`config.mk`:
```
export PLATFORM = sky130hd
export DESIGN_NAME = wdh_top
export DESIGN_NICKNAME = d
export VERILOG_FILES = /design/src/rtl/wdh_tie.sv /design/src/common/wdh_pkg.sv /design/src/rtl/wdh_top.sv
export VERILOG_INCLUDE_DIRS = /design/src /design/src/common
export SDC_FILE = /design/constraint.sdc
export NUM_CORES = 1
export LEC_CHECK = 0
export ABC_AREA = 1
export ABC_CLOCK_PERIOD_IN_PS = 2610
export BUFFER_PORTS_ARGS = -buffer_cell sky130_fd_sc_hd__buf_2
export CORE_MARGIN = 5
export CORE_UTILIZATION = 35
export DETAILED_ROUTE_END_ITERATION = 16
export HOLD_SLACK_MARGIN = 0.12
export SYNTH_ARGS = -nofsm -noshare
export SYNTH_HDL_FRONTEND = slang
export SYNTH_SLANG_ARGS = --single-unit
```
`constraint.sdc`:
```
create_clock -name mclk_in -period 2.61 [get_ports mclk_in]
set_input_delay 0 -clock mclk_in [delete_from_list [all_inputs] [get_ports mclk_in]]
set_output_delay 0 -clock mclk_in [all_outputs]
set_load 0.1 [all_outputs]
```
`src/common/wdh_regs.svh`:
```
// register offsets, field positions, reset values and timing counts of the watchdog block
`ifndef WDH_REGS_SVH
`define WDH_REGS_SVH

`define WDH_ADR_SETTING 8'h00
`define WDH_ADR_STATUS 8'h04
`define WDH_ADR_TIMER_CTRL 8'h08

`define WDH_SETTING_RESET 8'h07
`define WDH_TIMER_CTRL_RESET 8'h08
`define WDH_TIMER_CTRL_UNUSED_BIT 5
`define WDH_SEL_HI 2
`define WDH_SEL_LO 0
`define WDH_TIMEOUT_BIT 5
`define WDH_POWERDOWN_BIT 4
`define WDH_PIN_IDLE 11'h7fc

`define WDH_CLK_MHZ 25
`define WDH_SST_PERIODS 1024
`define WDH_SST_CYCLES (`WDH_SST_PERIODS)
`define WDH_OPTLOAD_CYCLES 16
`define WDH_INSTR_DIV 4
`define WDH_BASE_DIV 16'h0100
`define WDH_CNT_W 16
`define WDH_DELAY_W 11

`define WDH_SRC_WDT_OSC 2'h0
`define WDH_SRC_RTC 2'h1
`define WDH_SRC_INSTR 2'h2

`endif

```
`src/rtl/wdh_tie.sv`:
```
// reserved
`timescale 1ns/1ps
`default_nettype none
`default_nettype wire

```
`src/common/wdh_pkg.sv`:
```
// types shared by the watchdog, halt and reset-cause block
package wdh_pkg;

  typedef enum logic [1:0] {
    WDH_ST_OPTLOAD,
    WDH_ST_STARTUP,
    WDH_ST_RUN,
    WDH_ST_HALT
  } wdh_state_type;

  typedef enum logic [1:0] {
    WDH_WK_NONE,
    WDH_WK_NEXT,
    WDH_WK_IRQ,
    WDH_WK_RESET
  } wdh_wake_type;

endpackage

```
`src/rtl/wdh_top.sv`:
```
// watchdog timer with halt, wake-up, start-up delay and reset-cause flags
//
// Contract
// - count clock: osc, rtc or sysclk/4 option
// - disabled watchdog ignores every related action
// - fixed divide-by-256 base stage first
// - setting bits 2..0 select 1:1 to 1:128
// - setting bits 7..3 are plain user flags
// - instruction clock stops counting while halted
// - overflow in run: chip reset, set timeout
// - overflow in halt: warm reset PC, SP
// - pin low, clear, halt clear the count
// - single clear, or first plus second clear
// - halt stops system clock, holds state
// - halt sets powerdown, clears timeout, restarts count
// - powerdown cleared by power-up or clear
// - wake: pin reset, interrupt, overflow, port fall
// - port wake resumes next; interrupt wake responds if serviceable, else next
// - request pending before halt cannot wake
// - 1024-cycle start-up delay after resets, wakes
// - timeout, powerdown flags record reset cause
// - option load delay except warm reset
// - chip reset clears PC, counters, ports input
// - setting 07h, timer control 08h except warm
// - status bit 5 timeout, bit 4 powerdown
`include "wdh_regs.svh"
`timescale 1ns/1ps
`default_nettype none

module wdh_top #(
  parameter bit WDT_ENABLE = 1'b1,
  parameter logic [1:0] CLK_SRC = `WDH_SRC_WDT_OSC,
  parameter bit DUAL_CLEAR = 1'b0,
  parameter logic [7:0] PA_WAKE_EN = 8'hff
) (
  input wire logic mclk_in,
  input wire logic sys_rst_in,
  input wire logic wb_cyc_in,
  input wire logic wb_stb_in,
  input wire logic wb_we_in,
  input wire logic [7:0] wb_adr_in,
  input wire logic [31:0] wb_dat_in,
  input wire logic [3:0] wb_sel_in,
  output logic [31:0] wb_dat_out,
  output logic wb_ack_out,
  input wire logic external_reset_pin_n_in,
  input wire logic wdt_osc_in,
  input wire logic rtc_clk_in,
  input wire logic [7:0] porta_in,
  input wire logic dog_clear_single_in,
  input wire logic dog_clear_first_in,
  input wire logic dog_clear_second_in,
  input wire logic halt_in,
  input wire logic [1:0] irq_req_in,
  input wire logic irq_serviceable_in,
  output logic chip_reset_out,
  output logic warm_reset_out,
  output logic option_load_out,
  output logic startup_busy_out,
  output logic halted_out,
  output logic core_run_out,
  output logic wake_next_out,
  output logic wake_irq_out,
  output logic timeout_flag_out,
  output logic powerdown_flag_out,
  output logic [7:0] timer_control_out
);

  // pin synchronisers: osc, rtc, reset pin, port A
  localparam int SYNC_W = 11;
  logic [SYNC_W-1:0] pin_raw;
  logic [SYNC_W-1:0] sync1_q;
  logic [SYNC_W-1:0] sync2_q;
  logic [SYNC_W-1:0] sync3_q;
  logic [SYNC_W-1:0] stable_q;
  logic [SYNC_W-1:0] stable_d;
  logic [SYNC_W-1:0] rise;
  logic [SYNC_W-1:0] fall;

  assign pin_raw = {porta_in, external_reset_pin_n_in, rtc_clk_in, wdt_osc_in};

  always_ff @(posedge mclk_in or posedge sys_rst_in)
  begin
    if (sys_rst_in)
    begin
      // chain starts at the idle pin levels, else a false pin reset follows power-up
      sync1_q <= `WDH_PIN_IDLE;
      sync2_q <= `WDH_PIN_IDLE;
      sync3_q <= `WDH_PIN_IDLE;
    end
    else
    begin
      sync1_q <= pin_raw;
      sync2_q <= sync1_q;
      sync3_q <= sync2_q;
    end
  end

  // a level counts once the second and third stages agree
  always_comb
  begin
    for (int i = 0; i < SYNC_W; i++)
    begin
      stable_d[i] = (sync2_q[i] == sync3_q[i]) ? sync3_q[i] : stable_q[i];
    end
  end

  // reset pin and port bits idle high so a power-up does not look like an edge
  always_ff @(posedge mclk_in or posedge sys_rst_in)
  begin
    if (sys_rst_in)
    begin
      stable_q <= `WDH_PIN_IDLE;
    end
    else
    begin
      stable_q <= stable_d;
    end
  end

  assign rise = stable_d & ~stable_q;
  assign fall = ~stable_d & stable_q;

  logic ext_rst_active;
  logic [7:0] porta_fall;
  assign ext_rst_active = ~stable_q[2];
  assign porta_fall = fall[10:3];

  // state and registers
  wdh_pkg::wdh_state_type state_q;
  wdh_pkg::wdh_wake_type wake_q;
  logic [`WDH_DELAY_W-1:0] delay_q;
  logic [`WDH_CNT_W-1:0] cnt_q;
  logic [1:0] instr_div_q;
  logic [7:0] setting_q;
  logic [7:0] timer_ctrl_q;
  logic timeout_q;
  logic powerdown_q;
  logic first_seen_q;
  logic second_seen_q;
  logic [1:0] irq_masked_q;
  logic warm_q;

  // core commands and watchdog events
  logic run;
  logic halting;
  logic dog_clear;
  logic tick;
  logic overflow;
  logic cnt_clear;
  logic full_reset;
  logic irq_wake;
  logic port_wake;
  logic [`WDH_CNT_W-1:0] terminal;

  assign run = (state_q == wdh_pkg::WDH_ST_RUN);
  assign halting = run && halt_in;

  always_comb
  begin
    dog_clear = 1'b0;
    if (WDT_ENABLE && run)
    begin
      if (DUAL_CLEAR)
      begin
        dog_clear = (first_seen_q || dog_clear_first_in) &&
                    (second_seen_q || dog_clear_second_in);
      end
      else
      begin
        dog_clear = dog_clear_single_in;
      end
    end
  end

  // both halves of a dual clear must be seen before the count is cleared
  always_ff @(posedge mclk_in or posedge sys_rst_in)
  begin
    if (sys_rst_in)
    begin
      first_seen_q <= 1'b0;
      second_seen_q <= 1'b0;
    end
    else if (dog_clear || halting || !run)
    begin
      first_seen_q <= 1'b0;
      second_seen_q <= 1'b0;
    end
    else
    begin
      first_seen_q <= first_seen_q || (WDT_ENABLE && dog_clear_first_in);
      second_seen_q <= second_seen_q || (WDT_ENABLE && dog_clear_second_in);
    end
  end

  // instruction clock is the system clock over four
  always_ff @(posedge mclk_in or posedge sys_rst_in)
  begin
    if (sys_rst_in)
    begin
      instr_div_q <= '0;
    end
    else
    begin
      instr_div_q <= instr_div_q + 2'h1;
    end
  end

  always_comb
  begin
    unique case (CLK_SRC)
      `WDH_SRC_WDT_OSC: tick = rise[0];
      `WDH_SRC_RTC: tick = rise[1];
      // system oscillator is off in halt, so this source stalls there
      default: tick = (state_q != wdh_pkg::WDH_ST_HALT) &&
                      (instr_div_q == 2'(`WDH_INSTR_DIV - 1));
    endcase
  end

  assign terminal = (`WDH_BASE_DIV << setting_q[`WDH_SEL_HI:`WDH_SEL_LO]) - 16'h0001;
  assign overflow = WDT_ENABLE && tick && (cnt_q == terminal) &&
                    (run || state_q == wdh_pkg::WDH_ST_HALT);
  assign cnt_clear = ext_rst_active || dog_clear || halting;

  always_ff @(posedge mclk_in or posedge sys_rst_in)
  begin
    if (sys_rst_in)
    begin
      cnt_q <= '0;
    end
    else if (cnt_clear || overflow || !(run || state_q == wdh_pkg::WDH_ST_HALT))
    begin
      cnt_q <= '0;
    end
    else if (WDT_ENABLE && tick)
    begin
      cnt_q <= cnt_q + 16'h0001;
    end
  end

  // wake sources while halted
  assign irq_wake = |(irq_req_in & ~irq_masked_q);
  assign port_wake = |(porta_fall & PA_WAKE_EN);
  assign full_reset = ext_rst_active || (run && overflow);

  always_ff @(posedge mclk_in or posedge sys_rst_in)
  begin
    if (sys_rst_in)
    begin
      irq_masked_q <= '0;
    end
    else if (halting)
    begin
      irq_masked_q <= irq_req_in;
    end
  end

  // sequencer: option load, start-up delay, run, halt
  always_ff @(posedge mclk_in or posedge sys_rst_in)
  begin
    if (sys_rst_in)
    begin
      state_q <= wdh_pkg::WDH_ST_OPTLOAD;
      delay_q <= '0;
      wake_q <= wdh_pkg::WDH_WK_RESET;
    end
    else if (full_reset)
    begin
      state_q <= wdh_pkg::WDH_ST_OPTLOAD;
      delay_q <= '0;
      wake_q <= wdh_pkg::WDH_WK_RESET;
    end
    else
    begin
      unique case (state_q)
        wdh_pkg::WDH_ST_OPTLOAD:
        begin
          if (delay_q == `WDH_DELAY_W'(`WDH_OPTLOAD_CYCLES - 1))
          begin
            state_q <= wdh_pkg::WDH_ST_STARTUP;
            delay_q <= '0;
          end
          else
          begin
            delay_q <= delay_q + 1'b1;
          end
        end
        wdh_pkg::WDH_ST_STARTUP:
        begin
          if (delay_q == `WDH_DELAY_W'(`WDH_SST_CYCLES - 1))
          begin
            state_q <= wdh_pkg::WDH_ST_RUN;
            delay_q <= '0;
          end
          else
          begin
            delay_q <= delay_q + 1'b1;
          end
        end
        wdh_pkg::WDH_ST_RUN:
        begin
          wake_q <= wdh_pkg::WDH_WK_NONE;
          if (halting)
          begin
            state_q <= wdh_pkg::WDH_ST_HALT;
          end
        end
        wdh_pkg::WDH_ST_HALT:
        begin
          if (overflow)
          begin
            state_q <= wdh_pkg::WDH_ST_STARTUP;
            wake_q <= wdh_pkg::WDH_WK_NEXT;
          end
          else if (port_wake)
          begin
            state_q <= wdh_pkg::WDH_ST_STARTUP;
            wake_q <= wdh_pkg::WDH_WK_NEXT;
          end
          else if (irq_wake)
          begin
            state_q <= wdh_pkg::WDH_ST_STARTUP;
            wake_q <= irq_serviceable_in ? wdh_pkg::WDH_WK_IRQ : wdh_pkg::WDH_WK_NEXT;
          end
        end
      endcase
    end
  end

  // warm reset pulse: PC and SP only, nothing else reloads
  always_ff @(posedge mclk_in or posedge sys_rst_in)
  begin
    if (sys_rst_in)
    begin
      warm_q <= 1'b0;
    end
    else
    begin
      warm_q <= (state_q == wdh_pkg::WDH_ST_HALT) && overflow && !ext_rst_active;
    end
  end

  // timeout and powerdown flags; a set wins over a clear in the same cycle
  always_ff @(posedge mclk_in or posedge sys_rst_in)
  begin
    if (sys_rst_in)
    begin
      timeout_q <= 1'b0;
      powerdown_q <= 1'b0;
    end
    else
    begin
      if (overflow)
      begin
        timeout_q <= 1'b1;
      end
      else if (dog_clear || halting)
      begin
        timeout_q <= 1'b0;
      end
      if (halting)
      begin
        powerdown_q <= 1'b1;
      end
      else if (dog_clear)
      begin
        powerdown_q <= 1'b0;
      end
    end
  end

  // setting and timer control: reloaded by every reset but the warm one
  logic wb_hit;
  logic wr_byte0;
  assign wb_hit = wb_cyc_in && wb_stb_in && !wb_ack_out;
  // write lands on the edge at which the master sees ack
  assign wr_byte0 = wb_cyc_in && wb_stb_in && wb_ack_out && wb_we_in && wb_sel_in[0];

  always_ff @(posedge mclk_in or posedge sys_rst_in)
  begin
    if (sys_rst_in)
    begin
      setting_q <= `WDH_SETTING_RESET;
      timer_ctrl_q <= `WDH_TIMER_CTRL_RESET;
    end
    else if (full_reset)
    begin
      setting_q <= `WDH_SETTING_RESET;
      timer_ctrl_q <= `WDH_TIMER_CTRL_RESET;
    end
    else if (wr_byte0 && wb_adr_in == `WDH_ADR_SETTING)
    begin
      setting_q <= wb_dat_in[7:0];
    end
    else if (wr_byte0 && wb_adr_in == `WDH_ADR_TIMER_CTRL)
    begin
      timer_ctrl_q <= wb_dat_in[7:0];
      timer_ctrl_q[`WDH_TIMER_CTRL_UNUSED_BIT] <= 1'b0;
    end
  end

  // wishbone slave: one wait state, unmapped reads return zero
  always_ff @(posedge mclk_in or posedge sys_rst_in)
  begin
    if (sys_rst_in)
    begin
      wb_ack_out <= 1'b0;
      wb_dat_out <= '0;
    end
    else
    begin
      wb_ack_out <= wb_hit;
      wb_dat_out <= '0;
      if (wb_hit && !wb_we_in)
      begin
        unique case (wb_adr_in)
          `WDH_ADR_SETTING: wb_dat_out[7:0] <= setting_q;
          `WDH_ADR_STATUS:
          begin
            wb_dat_out[`WDH_TIMEOUT_BIT] <= timeout_q;
            wb_dat_out[`WDH_POWERDOWN_BIT] <= powerdown_q;
          end
          `WDH_ADR_TIMER_CTRL: wb_dat_out[7:0] <= timer_ctrl_q;
          default: wb_dat_out <= '0;
        endcase
      end
    end
  end

  // outputs toward the core
  assign chip_reset_out = (state_q == wdh_pkg::WDH_ST_OPTLOAD) ||
                          (state_q == wdh_pkg::WDH_ST_STARTUP &&
                           wake_q == wdh_pkg::WDH_WK_RESET);
  assign option_load_out = (state_q == wdh_pkg::WDH_ST_OPTLOAD);
  assign startup_busy_out = (state_q == wdh_pkg::WDH_ST_STARTUP);
  assign halted_out = (state_q == wdh_pkg::WDH_ST_HALT);
  assign core_run_out = run;
  assign warm_reset_out = warm_q;
  assign wake_next_out = run && wake_q == wdh_pkg::WDH_WK_NEXT;
  assign wake_irq_out = run && wake_q == wdh_pkg::WDH_WK_IRQ;
  assign timeout_flag_out = timeout_q;
  assign powerdown_flag_out = powerdown_q;
  assign timer_control_out = timer_ctrl_q;

endmodule

`default_nettype wire

```
After elaboration in Yosys (flattened, before gate mapping)
Index checks and enable logic that the tools add are counted.
{"block": "word_totals", "register_bits": 129, "input_bits": 67, "n_memories": 0, "latchBits": 0, "ramBits": 0, "rom_bits": 0}
{"block": "op_classes", "div_mod_pow": 0, "n_mul": 0, "shifts": 1, "mux": 45, "n_lt_le_gt_ge": 0, "addsub": 3, "reduce_logical": 42, "bitwise": 7, "eq_ne": 27}
{"op": "$mux 8", "count": 6}
{"op": "$mux 11", "count": 3}
{"op": "$mux 16", "count": 2}
{"op": "$mux 2", "count": 12}
{"op": "$pmux 11 s2", "count": 1}
{"op": "$logic_and 1x1->1", "count": 17}
{"op": "$add 16x1->16 const B", "count": 1}
{"op": "$eq 16x16->1", "count": 1}
{"op": "$mux 1", "count": 16}
{"op": "$shl 9x3->16 const A", "count": 1}
{"op": "$sub 16x1->16 const B", "count": 1}
{"op": "$add 11x1->11 const B", "count": 1}
{"op": "$and 11x11->11", "count": 1}
{"op": "$eq 1x1->1", "count": 11}
{"op": "$eq 11x10->1 const B", "count": 1}
{"op": "$eq 11x4->1 const B", "count": 1}
{"op": "$not 11->11", "count": 1}
{"op": "$reduce_bool 2->1", "count": 5}
{"op": "$ne 3x1->1 const B", "count": 3}
{"op": "$eq 2x2->1 const B", "count": 4}
{"op": "$eq 8x3->1 const B", "count": 1}
{"op": "$eq 8x4->1 const B", "count": 1}
{"op": "$logic_not 8->1", "count": 1}
{"op": "$logic_or 1x1->1", "count": 8}
{"op": "18 further kinds", "count": 25}

Depth between registers and ports, before layout
Gate-level depths: netlist (run 1).
{"block": "depth", "depth_word": 9, "ltp_mapped": 14}

Worst setup path before layout (run 1)
No wires, ideal clock.
{"block": "synth_timing", "path_type": "register to output", "start": "register state_q[0]", "end": "output wake_irq_out", "path_slack_ns": -0.162, "arrival_time_ns": 2.772, "n_path_buf": 0, "path_stages_with_launch": 5, "cell_sequence": "dfrtp_1 > inv_1 > ha_1 > nand2_1 > nor2_1"}
{"block": "synth_between", "elab_chain_len": 2}
{"element": "start, declared", "line_no": "wdh_top.sv:130", "rtl": "wdh_pkg::wdh_state_type state_q;"}
{"element": "start signal, assigned", "line_no": "wdh_top.sv:263", "rtl": "state_q <= wdh_pkg::WDH_ST_OPTLOAD;"}
{"element": "start signal, assigned", "line_no": "wdh_top.sv:269", "rtl": "state_q <= wdh_pkg::WDH_ST_OPTLOAD;"}
{"element": "start signal, assigned", "line_no": "wdh_top.sv:280", "rtl": "state_q <= wdh_pkg::WDH_ST_STARTUP;"}
{"element": "$eq 2x2->1", "line_no": "wdh_top.sv:156", "rtl": "assign run = (state_q == wdh_pkg::WDH_ST_RUN);"}
{"element": "net core_run_out", "line_no": "wdh_top.sv:61", "rtl": "output logic core_run_out,"}
{"element": "$logic_and 1x1->1", "line_no": "wdh_top.sv:440", "rtl": "assign wake_irq_out = run && wake_q == wdh_pkg::WDH_WK_IRQ;"}
{"element": "end, declared", "line_no": "wdh_top.sv:63", "rtl": "output logic wake_irq_out,"}
The timed path passes the listed nets, and every way through them passes these cells.

Final worst setup path (run 1)
{"block": "layout_timing", "start": "register setting_q[2]", "end": "register setting_q[3]"}
{"block": "layout_between", "elab_chain_len": 8, "word_cells_on_any_way": 9, "classes_between": "add/sub (1); eq/ne (1); shift (1); mux (1); reduce/logical (5)"}
{"element": "start, declared", "line_no": "wdh_top.sv:135", "rtl": "logic [7:0] setting_q;"}
{"element": "start signal, assigned", "line_no": "wdh_top.sv:383", "rtl": "setting_q <= `WDH_SETTING_RESET;"}
{"element": "start signal, assigned", "line_no": "wdh_top.sv:388", "rtl": "setting_q <= `WDH_SETTING_RESET;"}
{"element": "start signal, assigned", "line_no": "wdh_top.sv:393", "rtl": "setting_q <= wb_dat_in[7:0];"}
{"element": "$shl 9x3->16 (no source line) (*)"}
{"element": "$sub 16x1->16 (*)", "line_no": "wdh_top.sv:220", "rtl": "assign terminal = (`WDH_BASE_DIV << setting_q[`WDH_SEL_HI:`WDH_SEL_LO]) - 16'h0001;"}
{"element": "$eq 16x16->1 (*)", "line_no": "wdh_top.sv:221", "rtl": "assign overflow = WDT_ENABLE && tick && (cnt_q == terminal) &&"}
{"element": "$logic_and 1x1->1 (*) (2 in a row)", "line_no": "wdh_top.sv:221"}
{"element": "$logic_and 1x1->1 (*)", "line_no": "wdh_top.sv:244", "rtl": "assign full_reset = ext_rst_active || (run && overflow);"}
{"element": "$logic_or 1x1->1 (*)", "line_no": "wdh_top.sv:244"}
{"element": "$mux 8 / $reduce_bool 2->1 (equally long branches)"}
Every way passes the cells marked *; elsewhere a longest branch is shown, timed or not.
A chain may end at the register's enable or synchronous reset.

==> flow_summary.json, run 1 <==
{
  "htree_levels": 3,
  "grt_pass1_wl_mm": 18.4,
  "synth_top_family_by_area": "simple AND/OR/NAND/NOR gates",
  "worstSkewPairLatency_ps": 350,
  "wl_per_cell_um": 12.2,
  "avgSynthCellArea_um2": 8.42,
  "place.gp.congestion": 0.906,
  "drc": 0,
  "endpoint_kind": "flop",
  "antenna_left": 0,
  "synth_xor_area_share_pct": 2.66,
  "overflow": 0,
  "power_leakage_nw": 2.94,
  "synth-simple-area-share_pct": 27.9,
  "powerDensity_mw_per_mm2": 736,
  "start_util_pct": 35.6,
  "slew_viol_final": 0,
  "finalHoldViolCount": 0,
  "critPathRequiredTime_ps": 2850,
  "critical_path_arrival_ps": 2370,
  "grt_max_degree": 59,
  "dp.cells": 825,
  "via_per_inst": 4.51,
  "drive_above_1_share_pct": 21.0,
  "post_cts_buffers": 0,
  "root_buffer": "clkbuf_16",
  "antenna_found_initial": 0,
  "drtIter0Drc": 198,
  "final_nets": 760,
  "tightest_slew_ps": 525,
  "tns_ps": 0,
  "cts_sinks": 100,
  "fin_cells": 872,
  "status": "completed",
  "totalWireLength_mm": 10.6,
  "ys_ff_latch": 100,
  "grt_setup_unrepaired": "no",
  "yosysSeqAreaShare_pct": 51.7,
  "drv_cap": 0,
  "peakVddDrop_mv": 0.618,
  "die_area_mm2": 0.0166,
  "critPathMaxFanout": 13,
  "yosysWarningCount": 0,
  "power_mw": 4.40,
  "areaGrowthSynthToFinish_pct": 21.0,
  "period_share_pct": 81.7,
  "pin_count": 118,
  "path_class": "reg -> reg",
  "hold_path_class": "in -> reg",
  "fmax_mhz": 469,
  "synth_edf_count": 0,
  "synthesis.area_mm2": 0.00494,
  "setup_viol": 0,
  "synthAdderAreaFrac_pct": 3.34,
  "io_buffer_count": 62,
  "cts.clk_slew.worst_paths_ps": 70,
  "numCtsBuffers": 9,
  "fp.dieH_um": 129,
  "ys_async_sr_fraction_pct": 100,
  "yosysUniqueCellTypes": 37,
  "grt_usage_pct": 13.7,
  "fin_skew_ps": 9.00,
  "vias": 3929,
  "dp_hpwl_mm": 7.75,
  "rows": 43,
  "grt_pass1_vias": 3980,
  "cts_tree": "done",
  "r2r_slack_ps": 480,
  "synthMuxAreaShare_pct": 0,
  "max_slew_margin_pct": 65.0,
  "ys.flop_type": "dfrtp_1",
  "die_width_um": 129,
  "synth-compound-area-share_pct": 4.38,
  "core_area_mm2": 0.0139,
  "fin_crit_ps": 2130,
  "postSynthCellCount": 587,
  "drt_pass1_iterations": 4,
  "antennaDiodeCount": 0,
  "cts_max_path_buffers": 2,
  "crit_path_start_kind": "flop"
}
[layout by cell type, fill, tap and decap left out, types with 14 or more instances in the layout]
master / netlist / final
nand2_1: 181 / 181
buf_2: 0 / 62
dfrtp_1: 58 / 58
inv_1: 58 / 57
nor2_1: 58 / 56
dfstp_2: 42 / 42
nand3_1: 31 / 31
dlygate4sd3_1: 0 / 31
conb_1: 1 / 25
a21oi_1: 24 / 24
xor2_1: 14 / 14
[Yosys cell counts (2+ instances only)]
library cell    n  share of area (%)
buf_4          30                4.6
inv_2           3               0.23
xor2_1         14                2.5
ha_1            6                1.5
nand2_2         5               0.63
nor3b_1         2               0.30
nor2_1         58                4.4
o21ai_0         7               0.71
nor3_1         14                1.4
o21a_1          3               0.46
maj3_1          9                1.8
nand3_1        31                3.1
nand4_1        10                1.3
nand3b_1        9                1.4
buf_6           2               0.46
clkbuf_1        2               0.15
a21oi_1        24                2.4
inv_1          58                4.4
nand2_1       181                 14
dfstp_2        42                 22
nor2_2          4               0.51
dfrtp_1        58                 29
[worst paths after layout]
check | startpoint | end | cells after the start
max | setting_q[2]$_DFFE_PP1P_ | setting_q[3]$_DFFE_PP0P_ | 12
min | wb_adr_in[3] | wb_dat_out[5]$_DFF_PP0_ | 6
max reg2reg | setting_q[2]$_DFFE_PP1P_ | setting_q[3]$_DFFE_PP0P_ | 12
min reg2reg | sync1_q[0]$_DFF_PP0_ | sync2_q[0]$_DFF_PP0_ | 0
max in group asynchronous | sys_rst_in | setting_q[1]$_DFFE_PP1P_ | 4
min in group asynchronous | sys_rst_in | cnt_q[1]$_DFFE_PP0P_ | 3
[what timing repair did]
| item | CTS | global route |
|---|---|---|
| hold buffers | 32 | 0 |
| setup endpoints to repair | 0 | 1 |
| gates resized for setup | 0 | 1 |
| hold endpoints to repair | 81 | 0 |
[worst max-delay path: stages (launching register included)]
cell and delay (ps):
dfstp_2 640, inv_2 80, nand2_1 80, nand2_1 50, nor2_1 100, nand3_1 100
nor2_1 130, nand3_2 110, nand2_2 230, buf_4 270, nor2_4 80, nand2_1 90
nand2_1 50
[per-stage QoR]
stage	worst slack (ps)	hold slack [ps]	area, µm²	util [%]
2_1_floorplan	60.7	4.48	5030	-
3_3_place_gp	515	77.5	5380	38.7
3_5_place_dp	490	87.0	5380	38.7
4_1_cts	128	121	5980	43.1
5_1_grt	192	156	5980	43.1
6_report	477	120	5980	43.1
[power by group]
part / switching, mW / leakage [nW] / internal, mW
clock network: 0.610 / 0.141 / 0.669
logic: 0.967 / 1.57 / 0.316
registers: 0.122 / 1.23 / 1.71
[flip-flops by register name (all words and copies together) (netlist names), named ones only]
signal,flops
sync2_q,10
timeout_flag_out,1
setting_q,8
wb_ack_out,1
sync3_q,10
irq_masked_q,2
delay_q,11
wake_q,2
timer_control_out,7
powerdown_flag_out,1
wb_dat_out,8
warm_reset_out,1
state_q,2
cnt_q,16
stable_q,9
sync1_q,10
[layer usage]
metal | vias to the layer above | wire length (µm) | GRT usage (%)
met1 | 1823 | 4930 | 18.1
met3 | 11 | 519 | 2.99
met5 | - | 0 | 0
met4 | 0 | 166 | 5.25
met2 | 93 | 5030 | 21.9
li1 | 2002 | - | -
[cells by family after synthesis]
family,after synthesis
simple gates,321
flops,100
buf+inv,96
compound gates,39
xor+xnor,15
fa+ha+maj,15
other cells,1
[area by class of cell]
type                    count  area (µm²)
repair buffers             99         678
multi-input cells         415        2000
fillers                  1397        7900
clock buffers              10         229
flip-flops and latches    100        2550
well taps                 180         225
inverters                  62         235
clock inverters             6        57.6
Power figures use the tool's default switching activity.
==> inputs of run 2 (changes only) <==
- ABC_AREA: 1 -> 0
- ABC_CLOCK_PERIOD_IN_PS: 2610 -> 2200
- clock period: 2.61 -> 2.2 ns (I/O delays scaled with it)
==> flow_summary.json, run 2 <==
{
  "utilization_pct": 46.1,
  "via_per_inst": 4.66,
  "power_leakage_nw": 2.62,
  "fin_hold_ws_ps": 103,
  "fin_crit_ps": 2200,
  "ys.flop_type": "dfrtp_1",
  "netlist_top_cells_count": "nor2_1, dfrtp_1, dfstp_2",
  "numCtsBuffers": 9,
  "synth_top_area_share_pct": 31.8,
  "hold_path_class": "in -> reg",
  "largestRegisters": "cnt_q x16, delay_q x11",
  "crit_path_start_kind": "flop",
  "root_buffer": "clkbuf_16",
  "grt_pass1_vias": 3344,
  "io_buffer_count": 62,
  "drive_above_1_share_pct": 31.3,
  "totalWireLength_mm": 9.91,
  "critPathRequiredTime_ps": 2470,
  "powerDensity_mw_per_mm2": 680,
  "cts_tree": "done",
  "setup_viol": 2,
  "tns_ps": -5.14,
  "layout_common_cells": "nor2_1, buf_2, dfrtp_1, dfstp_2, dlygate4sd3_1",
  "grt_usage_pct": 13.5,
  "peakVddDrop_mv": 0.435,
  "dp.cells": 662,
  "critPathMaxFanout": 4,
  "ys_async_sr_fraction_pct": 100,
  "postSynthCellCount": 422,
  "tightest_slew_ps": 690,
  "internal_power_mw": 2.92,
  "worstSkewPairLatency_ps": 340,
  "cts_max_path_buffers": 2,
  "pin_count": 118,
  "yosysUniqueCellTypes": 50,
  "yosysSeqAreaShare_pct": 56.0,
  "violations": "setup timing",
  "antennaDiodeCount": 0,
  "p_seq_share_pct": 49.4,
  "grt_pass1_wl_mm": 16.3,
  "grt_setup_unrepaired": "yes",
  "top_register": "cnt_q",
  "core_area_mm2": 0.0127,
  "power_mw": 3.99,
  "rows": 41,
  "final_nets": 612,
  "place_area_mm2": 0.00513,
  "antenna_left": 0,
  "setup_slack_ps": -4.68,
  "place.gp.congestion": 0.855,
  "synth_edf_count": 0,
  "synth_most_common_cell": "nor2_1",
  "die_area_mm2": 0.0154,
  "yosysTopAreaCell": "dfrtp_1",
  "max_slew_margin_pct": 53.5,
  "dp_hpwl_mm": 6.72,
  "layout_commonest_cell": "nor2_1",
  "drc": 0,
  "finalHoldViolCount": 0,
  "drtIter0Drc": 160,
  "drt_pass1_iterations": 4,
  "vias": 3333,
  "avgSynthCellArea_um2": 10.8,
  "fin_skew_ps": 6.38,
  "start_util_pct": 35.8,
  "fmax_mhz": 454,
  "drv_cap": 0,
  "path_class": "reg -> reg",
  "overflow": 0,
  "fin_cells": 716,
  "post-place-ws_ps": -115,
  "synthesis.area_mm2": 0.00456,
  "slew_viol_final": 0,
  "largest_reg_flops": 16,
  "yosysWarningCount": 0,
  "die_width_um": 124,
  "areaGrowthSynthToFinish_pct": 28.7,
  "status": "complete, but fails checks",
  "p_sw_mw": 1.07,
  "wl_per_cell_um": 13.8,
  "swShare_pct": 26.7,
  "critical_path_arrival_ps": 2470,
  "cts_sinks": 100,
  "antenna_found_initial": 0,
  "fp.dieH_um": 124,
  "stdcell_area_mm2": 0.00587,
  "grt_max_degree": 101,
  "filler_cell_count": 1194,
  "period_share_pct": 100,
  "pwr-share-clk_pct": 39.9,
  "htree_levels": 3,
  "endpoint_kind": "flop",
  "combPwrFrac_pct": 10.7,
  "cts.clk_slew.worst_paths_ps": 70,
  "synth_area_leaders": "dfrtp_1, dfstp_2, nor2_1",
  "ys_ff_latch": 100
}
==> run 2: cell count changes in the layout (fill, tap and decap cells not counted), sizes merged, moves of 11 or more <==
cell   change
a21oi     -11
a22oi     +12
buf       +18
inv       -44
mux2i     +14
nand2    -158
nand3     -24
==> run 2: kinds of logic after synthesis <==
kind of cell / count (synthesis) / synth area share, %
and+or+nand+nor: 155 / 15.8
DFF: 100 / 56.0
buffers and inverters: 57 / 7.30
AOI/OAI and AO/OA: 56 / 9.38
xor gates and xnor gates: 21 / 4.03
adders and majority gates: 16 / 3.84
muxes: 16 / 3.57
other: 1 / 0.0822
==> run 2: what timing repair did <==
item,CTS,global route
pin swaps,5,5
endpoints found under the hold margin,98,0
gates cloned,1,0
gates resized for setup,10,3
setup endpoints to repair,22,43
setup buffers,1,2
hold buffers,34,0
==> run 2: path summary, 6_finish.rpt <==
| kind | from | endpoint | slack [ps] | depth (start not counted) |
|---|---|---|---|---|
| worst max-delay path | setting_q[2]$_DFFE_PP1P_ | state_q[0]$_DFFE_PP0P_ | -5 | 7 |
| worst min-delay path | wb_cyc_in | wb_dat_out[6]$_DFF_PP0_ | 100 | 4 |
| worst max register to register | setting_q[2]$_DFFE_PP1P_ | state_q[0]$_DFFE_PP0P_ | -5 | 7 |
| worst min register to register | sync1_q[0]$_DFF_PP0_ | sync2_q[0]$_DFF_PP0_ | 350 | 0 |
| max in group asynchronous | sys_rst_in | setting_q[1]$_DFFE_PP1P_ | 1420 | 4 |
| min in group asynchronous | sys_rst_in | irq_masked_q[1]$_DFFE_PP0P_ | 360 | 4 |
==> run 2: per-layer routing <==
metal | track usage [%] | vias to the layer above | part of all wire, %
li1 | - | 1629 | -
met1 | 17.9 | 1599 | 44
met2 | 21.3 | 90 | 49
met3 | 3.59 | 15 | 5.9
met4 | 4.86 | 0 | 1.5
met5 | 0 | - | 0
==> run 2: power groups by stage <==
stage	registers [mW]	clock network [mW]	logic [mW]
3_3_place_gp	2.00	0	0.375
6_report	1.97	1.59	0.428
2_1_floorplan	2.00	0	0.335
5_1_grt	1.98	1.72	0.461
3_5_place_dp	2.00	0	0.379
4_1_cts	1.97	1.64	0.423
==> run 2: critical path, cell delays in order, from the launching register on <==
cell and delay [ps]:
dfstp_2 400, buf_6 120, a41o_1 220, a311o_1 360, or4_4 570, buf_6 150
a21oi_4 180, o2bb2ai_1 130
==> run 2: final cells by class <==
| type | instances | area, µm² | share of cell area [%] |
|---|---|---|---|
| Sequential cell | 100 | 2550 | 43.5 |
| Inverter | 18 | 73.8 | 1.26 |
| Tap cell | 172 | 215 | 3.67 |
| Clock inverter | 5 | 38.8 | 0.661 |
| Timing Repair Buffer | 120 | 858 | 14.6 |
| Clock buffer | 11 | 264 | 4.50 |
| Multi-Input combinational cell | 290 | 1860 | 31.8 |
